File: config.mk
export PLATFORM = sky130hd
export DESIGN_NAME = drs_top
export DESIGN_NICKNAME = d
export VERILOG_FILES = /design/src/logic/drs_pkg.sv /design/src/logic/drs_deglitch.sv /design/src/logic/drs_top.sv
export SDC_FILE = /design/constraint.sdc
export NUM_CORES = 1
export LEC_CHECK = 0
export ABC_AREA = 0
export BUFFER_PORTS_ARGS = -buffer_cell sky130_fd_sc_hd__buf_4
export CAP_MARGIN = 10
export CORE_MARGIN = 4
export CORE_UTILIZATION = 52
export DETAILED_ROUTE_END_ITERATION = 16
export GPL_TIMING_DRIVEN = 0
export PLACE_DENSITY = 0.76
export SETUP_SLACK_MARGIN = 0.15
export SLEW_MARGIN = 10
export SYNTH_ARGS = -nofsm -noshare
export SYNTH_HDL_FRONTEND = slang
export SYNTH_SLANG_ARGS = --single-unit
File: constraint.sdc
create_clock -name CORE_CLK -period 2 [get_ports CORE_CLK]
set_input_delay 0.4 -clock CORE_CLK [delete_from_list [all_inputs] [get_ports CORE_CLK]]
set_output_delay 0.4 -clock CORE_CLK [all_outputs]
set_load 0.05 [all_outputs]
File: src/logic/drs_pkg.sv
// Purpose: Shared constants and types for the display hardware reset sequencer
// Assumes: 20 MHz core clock
// Notes: Times are kept in their own units; cycle counts derive from them
package drs_pkg;

    localparam longint unsigned CLK_HZ = 64'd20000000;
    localparam longint unsigned US_PER_S = 64'd1000000;
    localparam longint unsigned MS_PER_S = 64'd1000;

    // Reset pin pulse widths (us)
    localparam longint unsigned REJECT_US = 64'd5;
    localparam longint unsigned FULL_RESET_US = 64'd9;
    // Least spike width that still changes the filtered level, rounded up
    localparam int unsigned FILTER_CYC =
        int'((REJECT_US * CLK_HZ + US_PER_S - 64'd1) / US_PER_S);

    // Release interval limits and host waits (ms)
    localparam longint unsigned RT_SLEEP_MS = 64'd5;
    localparam longint unsigned RT_AWAKE_MS = 64'd120;
    localparam longint unsigned CMD_WAIT_MS = 64'd5;
    localparam longint unsigned WAKE_WAIT_MS = 64'd120;
    localparam longint unsigned BLANK_SEQ_MS = 64'd20;

    localparam int unsigned CMD_WAIT_CYC =
        int'((CMD_WAIT_MS * CLK_HZ + MS_PER_S - 64'd1) / MS_PER_S);
    localparam int unsigned WAKE_WAIT_CYC =
        int'((WAKE_WAIT_MS * CLK_HZ + MS_PER_S - 64'd1) / MS_PER_S);
    // Blanking is a longest time, so it rounds down
    localparam int unsigned BLANK_SEQ_CYC = int'((BLANK_SEQ_MS * CLK_HZ) / MS_PER_S);

    localparam int CNT_W = 22;
    localparam int FILT_W = 8;

    // Settings reloaded from nonvolatile storage
    localparam int NVM_WORDS = 4;
    localparam logic [1:0] NVM_LAST = 2'h3;
    localparam logic [1:0] NVM_IDX_CVS = 2'h3;
    localparam logic [7:0] WAKE_CMD_DEFAULT = 8'h01;
    localparam logic [7:0] SET_RESET_VAL = 8'h00;

    typedef enum logic [1:0] {ST_HELD, ST_LOAD, ST_SETTLE, ST_RUN} drs_state_e;

    typedef struct packed {
        logic [7:0] common_voltage_setting;
        logic [7:0] id3;
        logic [7:0] id2;
        logic [7:0] id1;
    } drs_settings_s;

    typedef struct packed {
        logic rd;
        logic [1:0] addr;
    } drs_nvm_req_s;

    typedef struct packed {
        logic valid;
        logic [7:0] code;
    } drs_cmd_s;

endpackage

File: src/logic/drs_deglitch.sv
// Purpose: Symmetric spike filter for a synchronised level
// Assumes: Input already synchronised to clk
// Notes: Level changes only after holding HOLD_CYC cycles at the new value
module drs_deglitch #(
    parameter int unsigned HOLD_CYC = drs_pkg::FILTER_CYC
) (
    // Clock and reset
    input wire logic clk,
    input wire logic rst,
    // Levels
    input wire logic raw_lvl,
    output logic filt_lvl
);

    typedef struct packed {
        logic lvl;
        logic [drs_pkg::FILT_W-1:0] cnt;
    } drs_filt_s;

    drs_filt_s st_ff;
    drs_filt_s nxt_st;

    always_comb
    begin
        nxt_st = st_ff;
        if (raw_lvl == st_ff.lvl)
        begin
            nxt_st.cnt = '0;
        end
        else if (st_ff.cnt == drs_pkg::FILT_W'(HOLD_CYC - 1))
        begin
            nxt_st.lvl = raw_lvl;
            nxt_st.cnt = '0;
        end
        else
        begin
            nxt_st.cnt = st_ff.cnt + drs_pkg::FILT_W'(1);
        end
    end

    always_ff @(posedge clk)
    begin
        if (rst)
        begin
            st_ff <= '0;
        end
        else
        begin
            st_ff <= nxt_st;
        end
    end

    assign filt_lvl = st_ff.lvl;

endmodule

File: src/logic/drs_top.sv
// Purpose: Hardware reset sequencer of a display controller
// Assumes: Host drives the reset pin asynchronously; storage answers reads
// Notes: Long counts are parameters so simulation can shorten them

// Functional notes
// - Lows under 5 us rejected; lows over 9 us reset fully.
// - Brief high spikes during a held reset do not end it.
// - Every release reloads ID bytes and common voltage from storage.
// - Reset from low-power state finishes its release within 5 ms.
// - Reset from awake state may take up to 120 ms.
// - Display blanked during reset; blank sequence when awake, then defaults.
module drs_top #(
    parameter int unsigned CMD_WAIT_CYC = drs_pkg::CMD_WAIT_CYC,
    parameter int unsigned WAKE_WAIT_CYC = drs_pkg::WAKE_WAIT_CYC,
    parameter int unsigned BLANK_SEQ_CYC = drs_pkg::BLANK_SEQ_CYC,
    parameter logic [7:0] WAKE_CMD = drs_pkg::WAKE_CMD_DEFAULT
) (
    // Clock and reset
    input wire logic CORE_CLK,
    input wire logic SYS_RST,
    // Reset pin from host
    input wire logic HW_RESET_N_INPUT,
    // Controller power state
    input wire logic SLEEP_IN_MODE,
    // Host commands
    input wire drs_pkg::drs_cmd_s CMD_IN,
    output drs_pkg::drs_cmd_s CMD_FWD,
    output logic CMD_DROP,
    // Nonvolatile storage read port
    output drs_pkg::drs_nvm_req_s NVM_REQ,
    input wire logic NVM_RD_VALID,
    input wire logic [7:0] NVM_RD_DATA,
    // Status and settings
    output logic BUSY,
    output logic DISPLAY_BLANK,
    output logic CTRL_RESET,
    output drs_pkg::drs_settings_s SETTINGS
);

    typedef struct packed {
        logic pin_s1;
        logic pin_s2;
        drs_pkg::drs_state_e state;
        logic [drs_pkg::CNT_W-1:0] rel_cnt;
        logic [drs_pkg::CNT_W-1:0] blank_cnt;
        logic blank_done;
        logic [1:0] nvm_idx;
        logic [drs_pkg::NVM_WORDS-1:0][7:0] set;
        drs_pkg::drs_nvm_req_s nvm;
        drs_pkg::drs_cmd_s fwd;
        logic drop;
        logic busy;
        logic blank;
        logic ctrl_rst;
    } drs_top_s;

    drs_top_s st_ff;
    drs_top_s nxt_st;
    logic rst_low;

    // Pin polarity flipped so the filter sees reset-active as high
    drs_deglitch #(
        .HOLD_CYC(drs_pkg::FILTER_CYC)
    ) u_deglitch (
        .clk(CORE_CLK),
        .rst(SYS_RST),
        .raw_lvl(~st_ff.pin_s2),
        .filt_lvl(rst_low)
    );

    always_comb
    begin
        nxt_st = st_ff;
        nxt_st.pin_s1 = HW_RESET_N_INPUT;
        nxt_st.pin_s2 = st_ff.pin_s1;
        nxt_st.nvm.rd = 1'b0;
        nxt_st.fwd.valid = 1'b0;
        nxt_st.drop = 1'b0;

        // Release timer saturates at the wake wait
        if (st_ff.rel_cnt < drs_pkg::CNT_W'(WAKE_WAIT_CYC))
        begin
            nxt_st.rel_cnt = st_ff.rel_cnt + drs_pkg::CNT_W'(1);
        end

        // Blanking sequence runs across hold and release
        if (!st_ff.blank_done)
        begin
            if (st_ff.blank_cnt >= drs_pkg::CNT_W'(BLANK_SEQ_CYC - 1))
            begin
                nxt_st.blank_done = 1'b1;
            end
            else
            begin
                nxt_st.blank_cnt = st_ff.blank_cnt + drs_pkg::CNT_W'(1);
            end
        end

        unique case (st_ff.state)
            drs_pkg::ST_HELD:
            begin
                if (!rst_low)
                begin
                    nxt_st.state = drs_pkg::ST_LOAD;
                    nxt_st.ctrl_rst = 1'b0;
                    nxt_st.rel_cnt = '0;
                    nxt_st.nvm_idx = '0;
                    nxt_st.nvm.rd = 1'b1;
                    nxt_st.nvm.addr = '0;
                end
            end
            drs_pkg::ST_LOAD:
            begin
                if (NVM_RD_VALID)
                begin
                    nxt_st.set[st_ff.nvm_idx] = NVM_RD_DATA;
                    if (st_ff.nvm_idx == drs_pkg::NVM_LAST)
                    begin
                        nxt_st.state = drs_pkg::ST_SETTLE;
                    end
                    else
                    begin
                        nxt_st.nvm_idx = st_ff.nvm_idx + 2'h1;
                        nxt_st.nvm.rd = 1'b1;
                        nxt_st.nvm.addr = st_ff.nvm_idx + 2'h1;
                    end
                end
            end
            drs_pkg::ST_SETTLE:
            begin
                // Busy ends 5 ms after release, and if awake not before blanking ends
                if (st_ff.rel_cnt >= drs_pkg::CNT_W'(CMD_WAIT_CYC) && st_ff.blank_done)
                begin
                    nxt_st.state = drs_pkg::ST_RUN;
                    nxt_st.busy = 1'b0;
                end
            end
            drs_pkg::ST_RUN:
            begin
                if (CMD_IN.valid)
                begin
                    if (CMD_IN.code == WAKE_CMD
                        && st_ff.rel_cnt < drs_pkg::CNT_W'(WAKE_WAIT_CYC))
                    begin
                        nxt_st.drop = 1'b1;
                    end
                    else
                    begin
                        nxt_st.fwd = CMD_IN;
                        if (CMD_IN.code == WAKE_CMD)
                        begin
                            nxt_st.blank = 1'b0;
                        end
                    end
                end
            end
        endcase

        // Commands refused while busy
        if (st_ff.state != drs_pkg::ST_RUN && CMD_IN.valid)
        begin
            nxt_st.drop = 1'b1;
        end

        // Qualified reset from any state restarts the sequence
        if (rst_low && st_ff.state != drs_pkg::ST_HELD)
        begin
            nxt_st.state = drs_pkg::ST_HELD;
            nxt_st.busy = 1'b1;
            nxt_st.blank = 1'b1;
            nxt_st.ctrl_rst = 1'b1;
            nxt_st.nvm.rd = 1'b0;
            nxt_st.fwd.valid = 1'b0;
            // Command caught by the reset is refused, not lost
            nxt_st.drop = CMD_IN.valid;
            if (st_ff.state == drs_pkg::ST_RUN)
            begin
                nxt_st.blank_cnt = '0;
                nxt_st.blank_done = SLEEP_IN_MODE;
            end
        end
    end

    always_ff @(posedge CORE_CLK)
    begin
        if (SYS_RST)
        begin
            // Power-on behaves as a reset released from low-power state
            st_ff <= '{
                pin_s1: 1'b1,
                pin_s2: 1'b1,
                state: drs_pkg::ST_HELD,
                rel_cnt: '0,
                blank_cnt: '0,
                blank_done: 1'b1,
                nvm_idx: '0,
                set: {drs_pkg::NVM_WORDS{drs_pkg::SET_RESET_VAL}},
                nvm: '0,
                fwd: '0,
                drop: 1'b0,
                busy: 1'b1,
                blank: 1'b1,
                ctrl_rst: 1'b1
            };
        end
        else
        begin
            st_ff <= nxt_st;
        end
    end

    assign CMD_FWD = st_ff.fwd;
    assign CMD_DROP = st_ff.drop;
    assign NVM_REQ = st_ff.nvm;
    assign BUSY = st_ff.busy;
    assign DISPLAY_BLANK = st_ff.blank;
    assign CTRL_RESET = st_ff.ctrl_rst;
    assign SETTINGS = '{
        common_voltage_setting: st_ff.set[drs_pkg::NVM_IDX_CVS],
        id3: st_ff.set[2],
        id2: st_ff.set[1],
        id1: st_ff.set[0]
    };

endmodule

Yosys cells after proc, flatten, opt, wreduce, memory -nomap -nowiden
Cells that the tools add are included.
- register bits after elaboration: 108
- bits of input ports: 22
- word-level logic and storage cells: 105
- $add $sub $neg: 4
- magnitude comparators: 5
- equality and inequality tests: 13
- multiplexer cells: 36
- bitwise gates (word level): 6
- reductions and logical operators: 20
- operators by type and width (cell ; count):
    $mux W23 ; 3
    $mux W22 ; 3
    $add A22 B1 Y22 const B ; 2
    $mux W37 ; 1
    $bwmux W32 ; 1
    $mux W24 ; 1
    $ge A22 B17 Y1 const B ; 1
    $ge A22 B19 Y1 const B ; 1
    $lt A22 B22 Y1 const B ; 1
    $demux W8 S2 ; 1
    $mux W1 ; 13
    $ne A2 B2 Y1 const B ; 6
    $mux W2 ; 5
    $mux W9 ; 1
    $add A8 B1 Y8 const B ; 1
    $eq A8 B1 Y1 const B ; 1
    $eq A8 B7 Y1 const B ; 1
    $mux W8 ; 1
    $reduce_and A2 Y1 ; 4
    $reduce_and A4 Y1 ; 2
    $eq A2 B2 Y1 const B ; 3
    $mux W3 ; 2
    $not A1 Y1 ; 6
    $pmux W2 S3 ; 1
    other kinds (17) ; 22

Depth between registers and ports, before layout
Gate-level depths: netlist of run 1.
- word-level depth: 7
- mapped depth: 8
- gate-level depth less buffers: 7

Cells and area by module
Synthesis of run 1 repeated with hierarchy kept, for this count alone.
- cells, all modules: 594
- area total of the unflattened synthesis: 5300.1 sq um
- modules (own cells, without submodules) (module ; instances ; cells an instance ; area each (sq um) ; seq. area each (sq um)):
    drs_top ; 1 ; 550 ; 4883.4 ; 1981.9
    drs_deglitch ; 1 ; 44 ; 416.6 ; 180.2

Worst setup path after synthesis of run 1
Ideal clock, no wire load.
- path type: register to register
- start point: reg st_ff[82] (netlist name)
- end point: reg st_ff[93] (netlist name)
- arrival time: 1.971 ns
- data required time: 1.930 ns
- slack: -0.041 ns
- stages on the path, launching flop included: 7
- path buffers: 1
- clock period less this slack: 2.041 ns
- cells stage by stage: dfxtp_1 -> nand2_1 -> or4_4 -> or2_0 -> buf_2 -> or4_1 -> a21oi_1
- longest elaborated chain between the ends: 4
- elaborated cells between the ends (all ways): 5
- ends and longest elaborated chain (what ; RTL line ; RTL):
    start, declared ; drs_top.sv:57 ; drs_top_s st_ff;
    start signal, assigned ; drs_top.sv:189 ; st_ff <= '{
    start signal, assigned ; drs_top.sv:208 ; st_ff <= nxt_st;
    $add A22 B1 Y22 or $lt A22 B22 Y1 (tied branches) ; drs_top.sv:83, drs_top.sv:81 ;
    $mux W22 * ; drs_top.sv:81 ; if (st_ff.rel_cnt < drs_pkg::CNT_W'(WAKE_WAIT_CYC))
    $mux W24 ; drs_top.sv:102 ; if (!rst_low)
    $mux W22 * ; drs_top.sv:99 ; unique case (st_ff.state)
Every way passes the cells marked *; elsewhere a longest branch is shown, timed or not. The select of a mux whose other input is x is not followed.
A chain may end at the register's enable or synchronous reset.

Final worst setup path of run 1
- start point: reg st_ff[93] (netlist name)
- end point: reg st_ff[89] (netlist name)
- longest elaborated chain between the ends: 4
- ends and longest elaborated chain (what ; RTL line):
    $lt A22 B22 Y1 * ; drs_top.sv:81
    $mux W22 * ; drs_top.sv:81
    $mux W24 ; drs_top.sv:102
    $mux W22 * ; drs_top.sv:99
Marks and branches as above.

==> impl_metrics.yaml, run 1 <==
logic_synthesis:
  synth_seq_area_share_pct: 42.9
  synth_edf_count: 0
  synthFlopType: "dfxtp_1"
  muxShareOfSynthArea_pct: 6.75
  synth_cells: 578
  yosys.area_share.adder_pct: 3.18
  async_flop_share_pct: 0
  synthXorXnorAreaFrac_pct: 3.30
  synth_top_family_by_area: "simple AND/OR/NAND/NOR gates"
  syn-num-nets: 612
  ys_seq_elements: 108
  syn_avg_cell_area_sq_um: 8.72
  synth_compound_area_share_pct: 13.3
  yosysWarningCount: 0
  synth_simple_gate_area_share_pct: 20.9
  synth_area_sq_um: 5040
  synth.distinct_cells: 55
placement:
  gp_congestion: 0.851
  dpl.hpwl_mm: 8.03
  portBuffers: 68
timing:
  clock.fmax_mhz: 483
  min_period_ps: 2070
  finalHoldViolCount: 0
  setup_violations: 7
  tns_ps: -296
  worst_slew_pin_slew_ps: 577
  skew_ps: 15.8
  drv_slew: 0
  max_slew_margin_pct: 61.5
  setup_ws_ps: -68.9
  fin_crit_sh_pct: 103
  rsz0062_at_grt: "true"
floorplanning:
  io_pins: 70
  fp.dieH_um: 106
  initial_core_util_pct: 54.0
  die_w_um: 106
  dieArea_sq_um: 11300
  rows: 35
  core-area_sq_um: 9330
grt:
  grt_max_degree: 24
  grtUsageTotal_pct: 22.4
  grt_pass1_wl_mm: 20.9
  grt_pass1_vias: 4544
  overflow: 0
  antenna_found_initial: 0
route:
  drc: 0
  viasPerCell: 5.59
  antenna_left: 0
  dr_total_vias: 4694
  wirelength_mm: 14.2
  dr.pass1.iters: 5
  drtIter0Drc: 300
  drt-wirelength-per-cell_um: 16.9
layout:
  layout_common_cells: "buf_4 (147), dfxtp_1 (83), nor2_1 (74)"
  final_common_cell: "buf_4"
  drive_above_1_share_pct: 43.8
  nFillCells: 637
  syn_to_final_growth_pct: 39.6
  post-route-util_pct: 75.4
  antenna_cells: 0
  fin_nets: 739
worst_setup_path:
  required_ps: 2330
  path_cells: "o31a_2, a211o_1, buf_4, or4_4, a21oi_2"
  reg2reg_depth: 5
  reg2reg_from: "st_ff[93]"
  critPathMaxStageDelay_ps: 480
  end_kind: "flip-flop"
  crit_start: "st_ff[93]"
  critPathSlowestCell: "or4_4"
  endpoint: "st_ff[89]"
  reg2reg_to: "st_ff[89]"
  worstPathArrival_ps: 2400
  rrSetupSlack_ps: -70
  startpoint_type: "flip-flop"
  crit_type: "flip-flop to flip-flop"
  cp_max_fo: 6
cts:
  clkLatencyLatePin_ps: 400
  hold_buffers: 0
  clk_path_buf_depth: 2
  h-tree-depth: 3
  cts.sinks: 108
  cts_tree: "done"
  clk_transition_reported_paths_ps: 120
  root_buffer: "clkbuf_8"
  numCtsBuffers: 9
run:
  drv.max_cap_violation_count: 0
worst_hold_path:
  hold_class: "primary input to flip-flop"
power:
  p_leak_nw: 2.83
  power.density_nw_per_um2: 691
  vdd_drop_max_uv: 542
run_status:
  violations: "negative setup slack"
  outcome: "finished, violations left"
==> worst min path at each step <==
stage	start	end	slack, ps	depth (start not counted)
4_1_cts	HW_RESET_N_INPUT	nxt_st[97]	190	2
2_1_floorplan	nxt_st[97]	st_ff[97]	390	1
3_5_place_dp	nxt_st[97]	st_ff[97]	400	1
5_1_grt	HW_RESET_N_INPUT	nxt_st[97]	180	2
6_report	HW_RESET_N_INPUT	nxt_st[97]	190	2
3_3_place_gp	nxt_st[97]	st_ff[97]	390	1
==> timing repair <==
action                                  in CTS  in global routing
resized for setup                           55                156
gates cloned                                 0                  3
buffers inserted                            25                 20
endpoints found under the setup margin      54                 73
pin swaps                                   16                 66
==> cell type report <==
cell class	instances	area [sq um]	area share, %
Multi-Input combinational cell	386	2930	41.6
Sequential cell	108	2220	31.5
Timing Repair Buffer	116	953	13.6
Buffer	66	488	6.94
Tap cell	129	161	2.29
Clock buffer	9	124	1.76
Clock inverter	7	96.3	1.37
Inverter	18	67.6	0.960
==> synthesized netlist by cell type (all sizes together), types with 3 or more instances <==
cell	count	share of area [%]
a21oi	47	4.7
or3	16	2.0
nand2	41	3.1
nor2	74	5.5
and2	6	0.74
dfxtp	108	43
or4	11	1.7
clkbuf	17	1.3
nor4	8	0.99
a211oi	5	0.74
inv	18	1.3
nand3	22	2.3
buf	48	7.0
o31ai	11	1.6
a2111oi	3	0.89
and3	6	0.74
or2	4	0.50
mux2i	34	6.8
xor2	5	0.87
ha	12	3.0
a31oi	3	0.37
nand4	7	0.87
nor3	3	0.30
o21ai	25	2.5
xnor2	14	2.4
==> critical path: cells and delay by family (launching register included) <==
kind            cells  cell delay [ps]
simple gates        1              480
flops               1              380
compound gates      3              980
buf+inv             1              170
==> cell families after synthesis <==
logic type / count (synthesis)
AOI/OAI and AO/OA: 109
and+or+nand+nor: 211
buffers and inverters: 84
adders and majority gates: 13
DFF: 108
muxes: 34
xor gates and xnor gates: 19
==> power breakdown <==
part           switching, mW  leakage [nW]  total, mW  internal [mW]
logic                  0.657          1.83       1.12          0.461
registers             0.0716         0.888       2.30           2.22
clock network          0.918         0.110       1.45          0.530
total                   1.65          2.83       4.86           3.21
==> layer usage <==
layer  track usage, %  vias up  routed length (um)
li1                 -     2241                   -
met1             25.9     2250                5690
met2             40.6      165                7550
met3             5.28       38                 692
met4             7.40        0                 257
met5                0        -                   0
==> metrics by stage <==
step	hold WS, ps	area (sq um)	power (mW)	std cells	setup WS, ps
CTS	189	6350	4.69	816	-19.5
detailed placement	396	5720	3.25	775	-265
floorplan	389	5050	3.01	578	16.5
finish	192	7040	4.86	839	-68.9
global placement	392	5720	3.22	775	-201
global route	183	7040	5.07	839	-99.7
Power figures use the tool's default switching activity.
==> inputs of run 2 (changes only) <==
Settings changed: CORE_ASPECT_RATIO from default to 0.6, PLACE_DENSITY 0.76 to default, PLACE_DENSITY_LB_ADDON from default to 0.12.
==> run 2 against run 1 <==
The flow still finishes with violations (negative setup slack). First-iteration DRC count rose by 50%. Via count down 1.8%. Wire length shrank 3.7%. Sequential cell count did not move.
==> impl_metrics.yaml, run 2 (synthesis gave the netlist of run 1 again) <==
layout:
  fin_nets: 725
  post-route-util_pct: 72.9
  final_common_cell: "buf_4"
  drive_above_1_share_pct: 36.8
  layout_common_cells: "buf_4 (142), dfxtp_1 (85), nor2_1 (73)"
  antenna_cells: 0
  syn_to_final_growth_pct: 34.3
power:
  power.density_nw_per_um2: 779
  power_frac_seq_pct: 43.6
  swShare_pct: 30.1
  fin_total_pwr_mw: 5.27
  p_clk_share_pct: 35.4
  comb_power_share_pct: 21.0
  p_leak_nw: 2.75
  p_int_mw: 3.69
  p_switching_mw: 1.59
  vdd_drop_max_uv: 512
cts:
  clk_transition_reported_paths_ps: 70
  cts_tree: "done"
  root_buffer: "clkbuf_16"
  clk_path_buf_depth: 2
  cts.sinks: 108
  hold_buffers: 0
  clkLatencyLatePin_ps: 350
  h-tree-depth: 3
  numCtsBuffers: 9
worst_hold_path:
  min_path_cells: 2
  hold_class: "primary input to flip-flop"
grt:
  grt_pass1_wl_mm: 21.5
  grt_max_degree: 19
  grt_pass1_vias: 4367
  overflow: 0
  antenna_found_initial: 0
  grtUsageTotal_pct: 23.2
worst_setup_path:
  cp_max_fo: 4
  required_ps: 2220
  end_kind: "flip-flop"
  reg2reg_depth: 7
  crit_type: "flip-flop to flip-flop"
  worstPathArrival_ps: 2380
  startpoint_type: "flip-flop"
floorplanning:
  io_pins: 70
  dieArea_sq_um: 11400
  die_w_um: 135
  core-area_sq_um: 9290
  rows: 27
  initial_core_util_pct: 54.2
  fp.dieH_um: 84.3
timing:
  rsz0062_at_grt: "true"
  clock.fmax_mhz: 462
  fin_crit_sh_pct: 108
  min_period_ps: 2160
  worst_slew_pin_slew_ps: 564
  max_slew_margin_pct: 62.4
  setup_ws_ps: -164
  setup_violations: 9
  finalHoldViolCount: 0
  skew_ps: 7.43
  tns_ps: -435
  drv_slew: 0
placement:
  portBuffers: 68
  gp_congestion: 0.829
  dpl.hpwl_mm: 8.57
  dp_slack_ps: -427
route:
  viasPerCell: 5.58
  drc: 0
  drt-wirelength-per-cell_um: 16.6
  dr_total_vias: 4608
  wirelength_mm: 13.7
  antenna_left: 0
  drtIter0Drc: 450
  dr.pass1.iters: 7
run_status:
  violations: "negative setup slack"
  outcome: "finished, violations left"
run:
  drv.max_cap_violation_count: 0
## run 2: path summary, 6_finish.rpt
kind	startpoint	endpoint	slack, ps
worst max-delay path	st_ff[90]	st_ff[90]	-160
worst min-delay path	HW_RESET_N_INPUT	nxt_st[97]	240
worst max register to register	st_ff[90]	st_ff[90]	-160
worst min register to register	nxt_st[97]	st_ff[97]	430
## run 2: layout make-up
type	count	area, sq um
plain buffers	66	474
clock buffers	10	239
clock inverters	6	71.3
fillers	650	2520
inverters	18	67.6
multi-input cells	387	2770
flip-flops and latches	108	2210
well taps	130	163
repair buffers	101	777
## run 2: worst max-delay path, stage by stage, from the launching register on
cell      delay, ps
dfxtp_4         360
nor4_4          340
o211ai_1        210
buf_4           190
buf_4           140
and2_1          200
o41ai_1         500
a21oi_2         100
## run 2: layer usage
layer / GRT usage, % / up-vias / part of all wire (%)
met5: 0 / - / 0
met4: 6.59 / 0 / 1.2
met3: 7.13 / 23 / 8.0
met2: 34.3 / 176 / 44
met1: 32.7 / 2196 / 47
li1: - / 2213 / -
## run 2: metrics by stage
| stage | hold slack [ps] | instances | instance area, sq um |
|---|---|---|---|
| after floorplan | 389 | 578 | 5050 |
| after global placement | 393 | 776 | 5720 |
| after detailed placement | 411 | 776 | 5720 |
| after CTS | 236 | 815 | 6440 |
| after global routing | 229 | 826 | 6770 |
| final | 245 | 826 | 6770 |
## run 2: what timing repair did
item                                    in CTS  in global routing
endpoints found under the setup margin      72                 70
resized for setup                           63                 78
setup buffers                               23                  8
pin swaps                                   19                 31
gates cloned                                 0                  3
## run 2: power groups by stage
stage | logic, mW | registers (mW) | clock network [mW]
3_3_place_gp | 0.906 | 2.34 | 0
6_report | 1.11 | 2.30 | 1.87
3_5_place_dp | 0.924 | 2.35 | 0
2_1_floorplan | 0.661 | 2.35 | 0
5_1_grt | 1.19 | 2.31 | 1.98
4_1_cts | 1.01 | 2.29 | 1.89
==> inputs of run 3 (changes only) <==
Settings changed: CORE_UTILIZATION 52 to 30, SETUP_SLACK_MARGIN 0.15 to 0.4.
Clock period 2 ns to 2.2 ns, I/O delays scaled along.
==> run 3 against run 2 <==
The flow now finishes without violations. Worst setup slack improved by 300 ps. Global-route usage decreased by 8.5 points. Register-to-register slack improved by 300 ps. Clock power decreased by 13%. Fmax increased by 4.8%. Largest power group unchanged.
==> impl_metrics.yaml, run 3 (synthesis gave the netlist of run 1 again) <==
floorplanning:
  fp.dieH_um: 108
  io_pins: 70
  core-area_sq_um: 16400
  die_w_um: 175
  rows: 36
  dieArea_sq_um: 19000
  initial_core_util_pct: 30.8
route:
  wl_met2_mm: 5.75
  highest_layer: "met4"
  drtIter0Drc: 234
  met1Wirelength_mm: 7.21
  drc: 0
  route.met3.wl_um: 717
  dr.pass1.iters: 4
  dr_total_vias: 4456
  viasPerCell: 4.79
  antenna_left: 0
  drt-wirelength-per-cell_um: 14.8
  wirelength_mm: 13.8
grt:
  antenna_found_initial: 0
  grt_max_degree: 21
  grt_pass1_vias: 4366
  overflow: 0
  grtUsageTotal_pct: 14.7
  grt_pass1_wl_mm: 22.6
timing:
  setup_violations: 0
  whs_ps: 283
  clock.fmax_mhz: 484
  max_slew_margin_pct: 56.3
  rsz0062_at_grt: "true"
  drv_slew: 0
  worst_slew_pin_slew_ps: 655
  skew_ps: 7.93
  fin_crit_sh_pct: 93.9
  finalHoldViolCount: 0
  min_period_ps: 2070
worst_setup_path:
  cp_max_fo: 6
  crit_type: "flip-flop to flip-flop"
  cpMostUsedCell: "or4_4"
  startpoint_type: "flip-flop"
  end_kind: "flip-flop"
  path_cells: "nand2_2, or4_4, or2_0, buf_4, or4_4, a21oi_1"
  crit_start: "st_ff[83]"
  worstPathArrival_ps: 2340
  required_ps: 2470
  reg2reg_depth: 6
  critical-path-top-delay-family: "simple AND/OR/NAND/NOR gates"
  cp_num_cells: 6
  reg2reg_from: "st_ff[83]"
  critical_path_buf_inv_count: 1
  critPathMaxStageDelay_ps: 550
  critPathSlowestCell: "or4_4"
cts:
  clk_path_buf_depth: 2
  clk_transition_reported_paths_ps: 80
  hold_buffers: 0
  numCtsBuffers: 9
  cts_tree: "done"
  clkLatencyLatePin_ps: 350
  cts.sinks: 108
  h-tree-depth: 3
  root_buffer: "clkbuf_16"
layout:
  final_common_cell: "buf_4"
  drive_above_1_share_pct: 39.1
  layout_common_cells: "buf_4 (148), dfxtp_1 (79), nor2_1 (73)"
  nFillCells: 1635
  syn_to_final_growth_pct: 38.0
  stdcell_area_sq_um: 6960
  antenna_cells: 0
  fin_nets: 732
power:
  power.density_nw_per_um2: 672
  p_leak_nw: 2.80
  vdd_drop_max_uv: 373
placement:
  portBuffers: 68
  dpl-instance-area_sq_um: 5850
  dpl.hpwl_mm: 9.33
  gp_congestion: 0.781
run:
  drv.max_cap_violation_count: 0
worst_hold_path:
  min_path_cells: 2
  min-delay-start: "HW_RESET_N_INPUT"
  hold_class: "primary input to flip-flop"
run_status:
  outcome: "finished clean"
==> run 3: worst paths after layout <==
path	slack, ps	to
min reg2reg	420	st_ff[97]
max	130	st_ff[93]
max reg2reg	130	st_ff[93]
min	280	nxt_st[97]
==> run 3: timing repair <==
action                                 4_1_cts  5_1_grt
endpoints found under the hold margin        0        0
buffers inserted                            34        5
gates resized for setup                     79       61
setup endpoints to repair                   93       58
cloned                                       2        0
pin swaps                                   23       27
==> run 3: layer usage <==
metal / vias up / track usage [%]
met2: 114 / 21.5
met4: 0 / 3.64
met5: - / 0
met3: 12 / 3.42
met1: 2098 / 21.6
li1: 2232 / -
==> run 3: cell type report <==
class | instances | area [sq um] | share of cell area, %
Multi-Input combinational cell | 386 | 2750 | 39.5
Inverter | 18 | 67.6 | 0.971
Clock buffer | 9 | 225 | 3.24
Tap cell | 228 | 285 | 4.10
Sequential cell | 108 | 2220 | 31.9
Clock inverter | 7 | 68.8 | 0.989
Buffer | 66 | 484 | 6.96
Timing Repair Buffer | 109 | 856 | 12.3
==> run 3: stage by stage <==
step | setup slack (ps) | setup TNS, ps | power, mW | cells | utilization [%]
finish | 135 | 0 | 4.68 | 931 | 42.5
global route | 40.6 | 0 | 4.92 | 931 | 42.5
CTS | 154 | 0 | 4.73 | 926 | 41.2
detailed placement | -144 | -1650 | 2.98 | 874 | 35.8
global placement | -134 | -741 | 2.97 | 874 | 35.8
floorplan | 217 | 0 | 2.74 | 578 | -
==> run 3: where the power goes <==
| part | switching (mW) | internal [mW] | leakage, nW |
|---|---|---|---|
| clock network | 0.819 | 0.805 | 0.146 |
| logic | 0.564 | 0.408 | 1.77 |
| registers | 0.0600 | 2.02 | 0.890 |
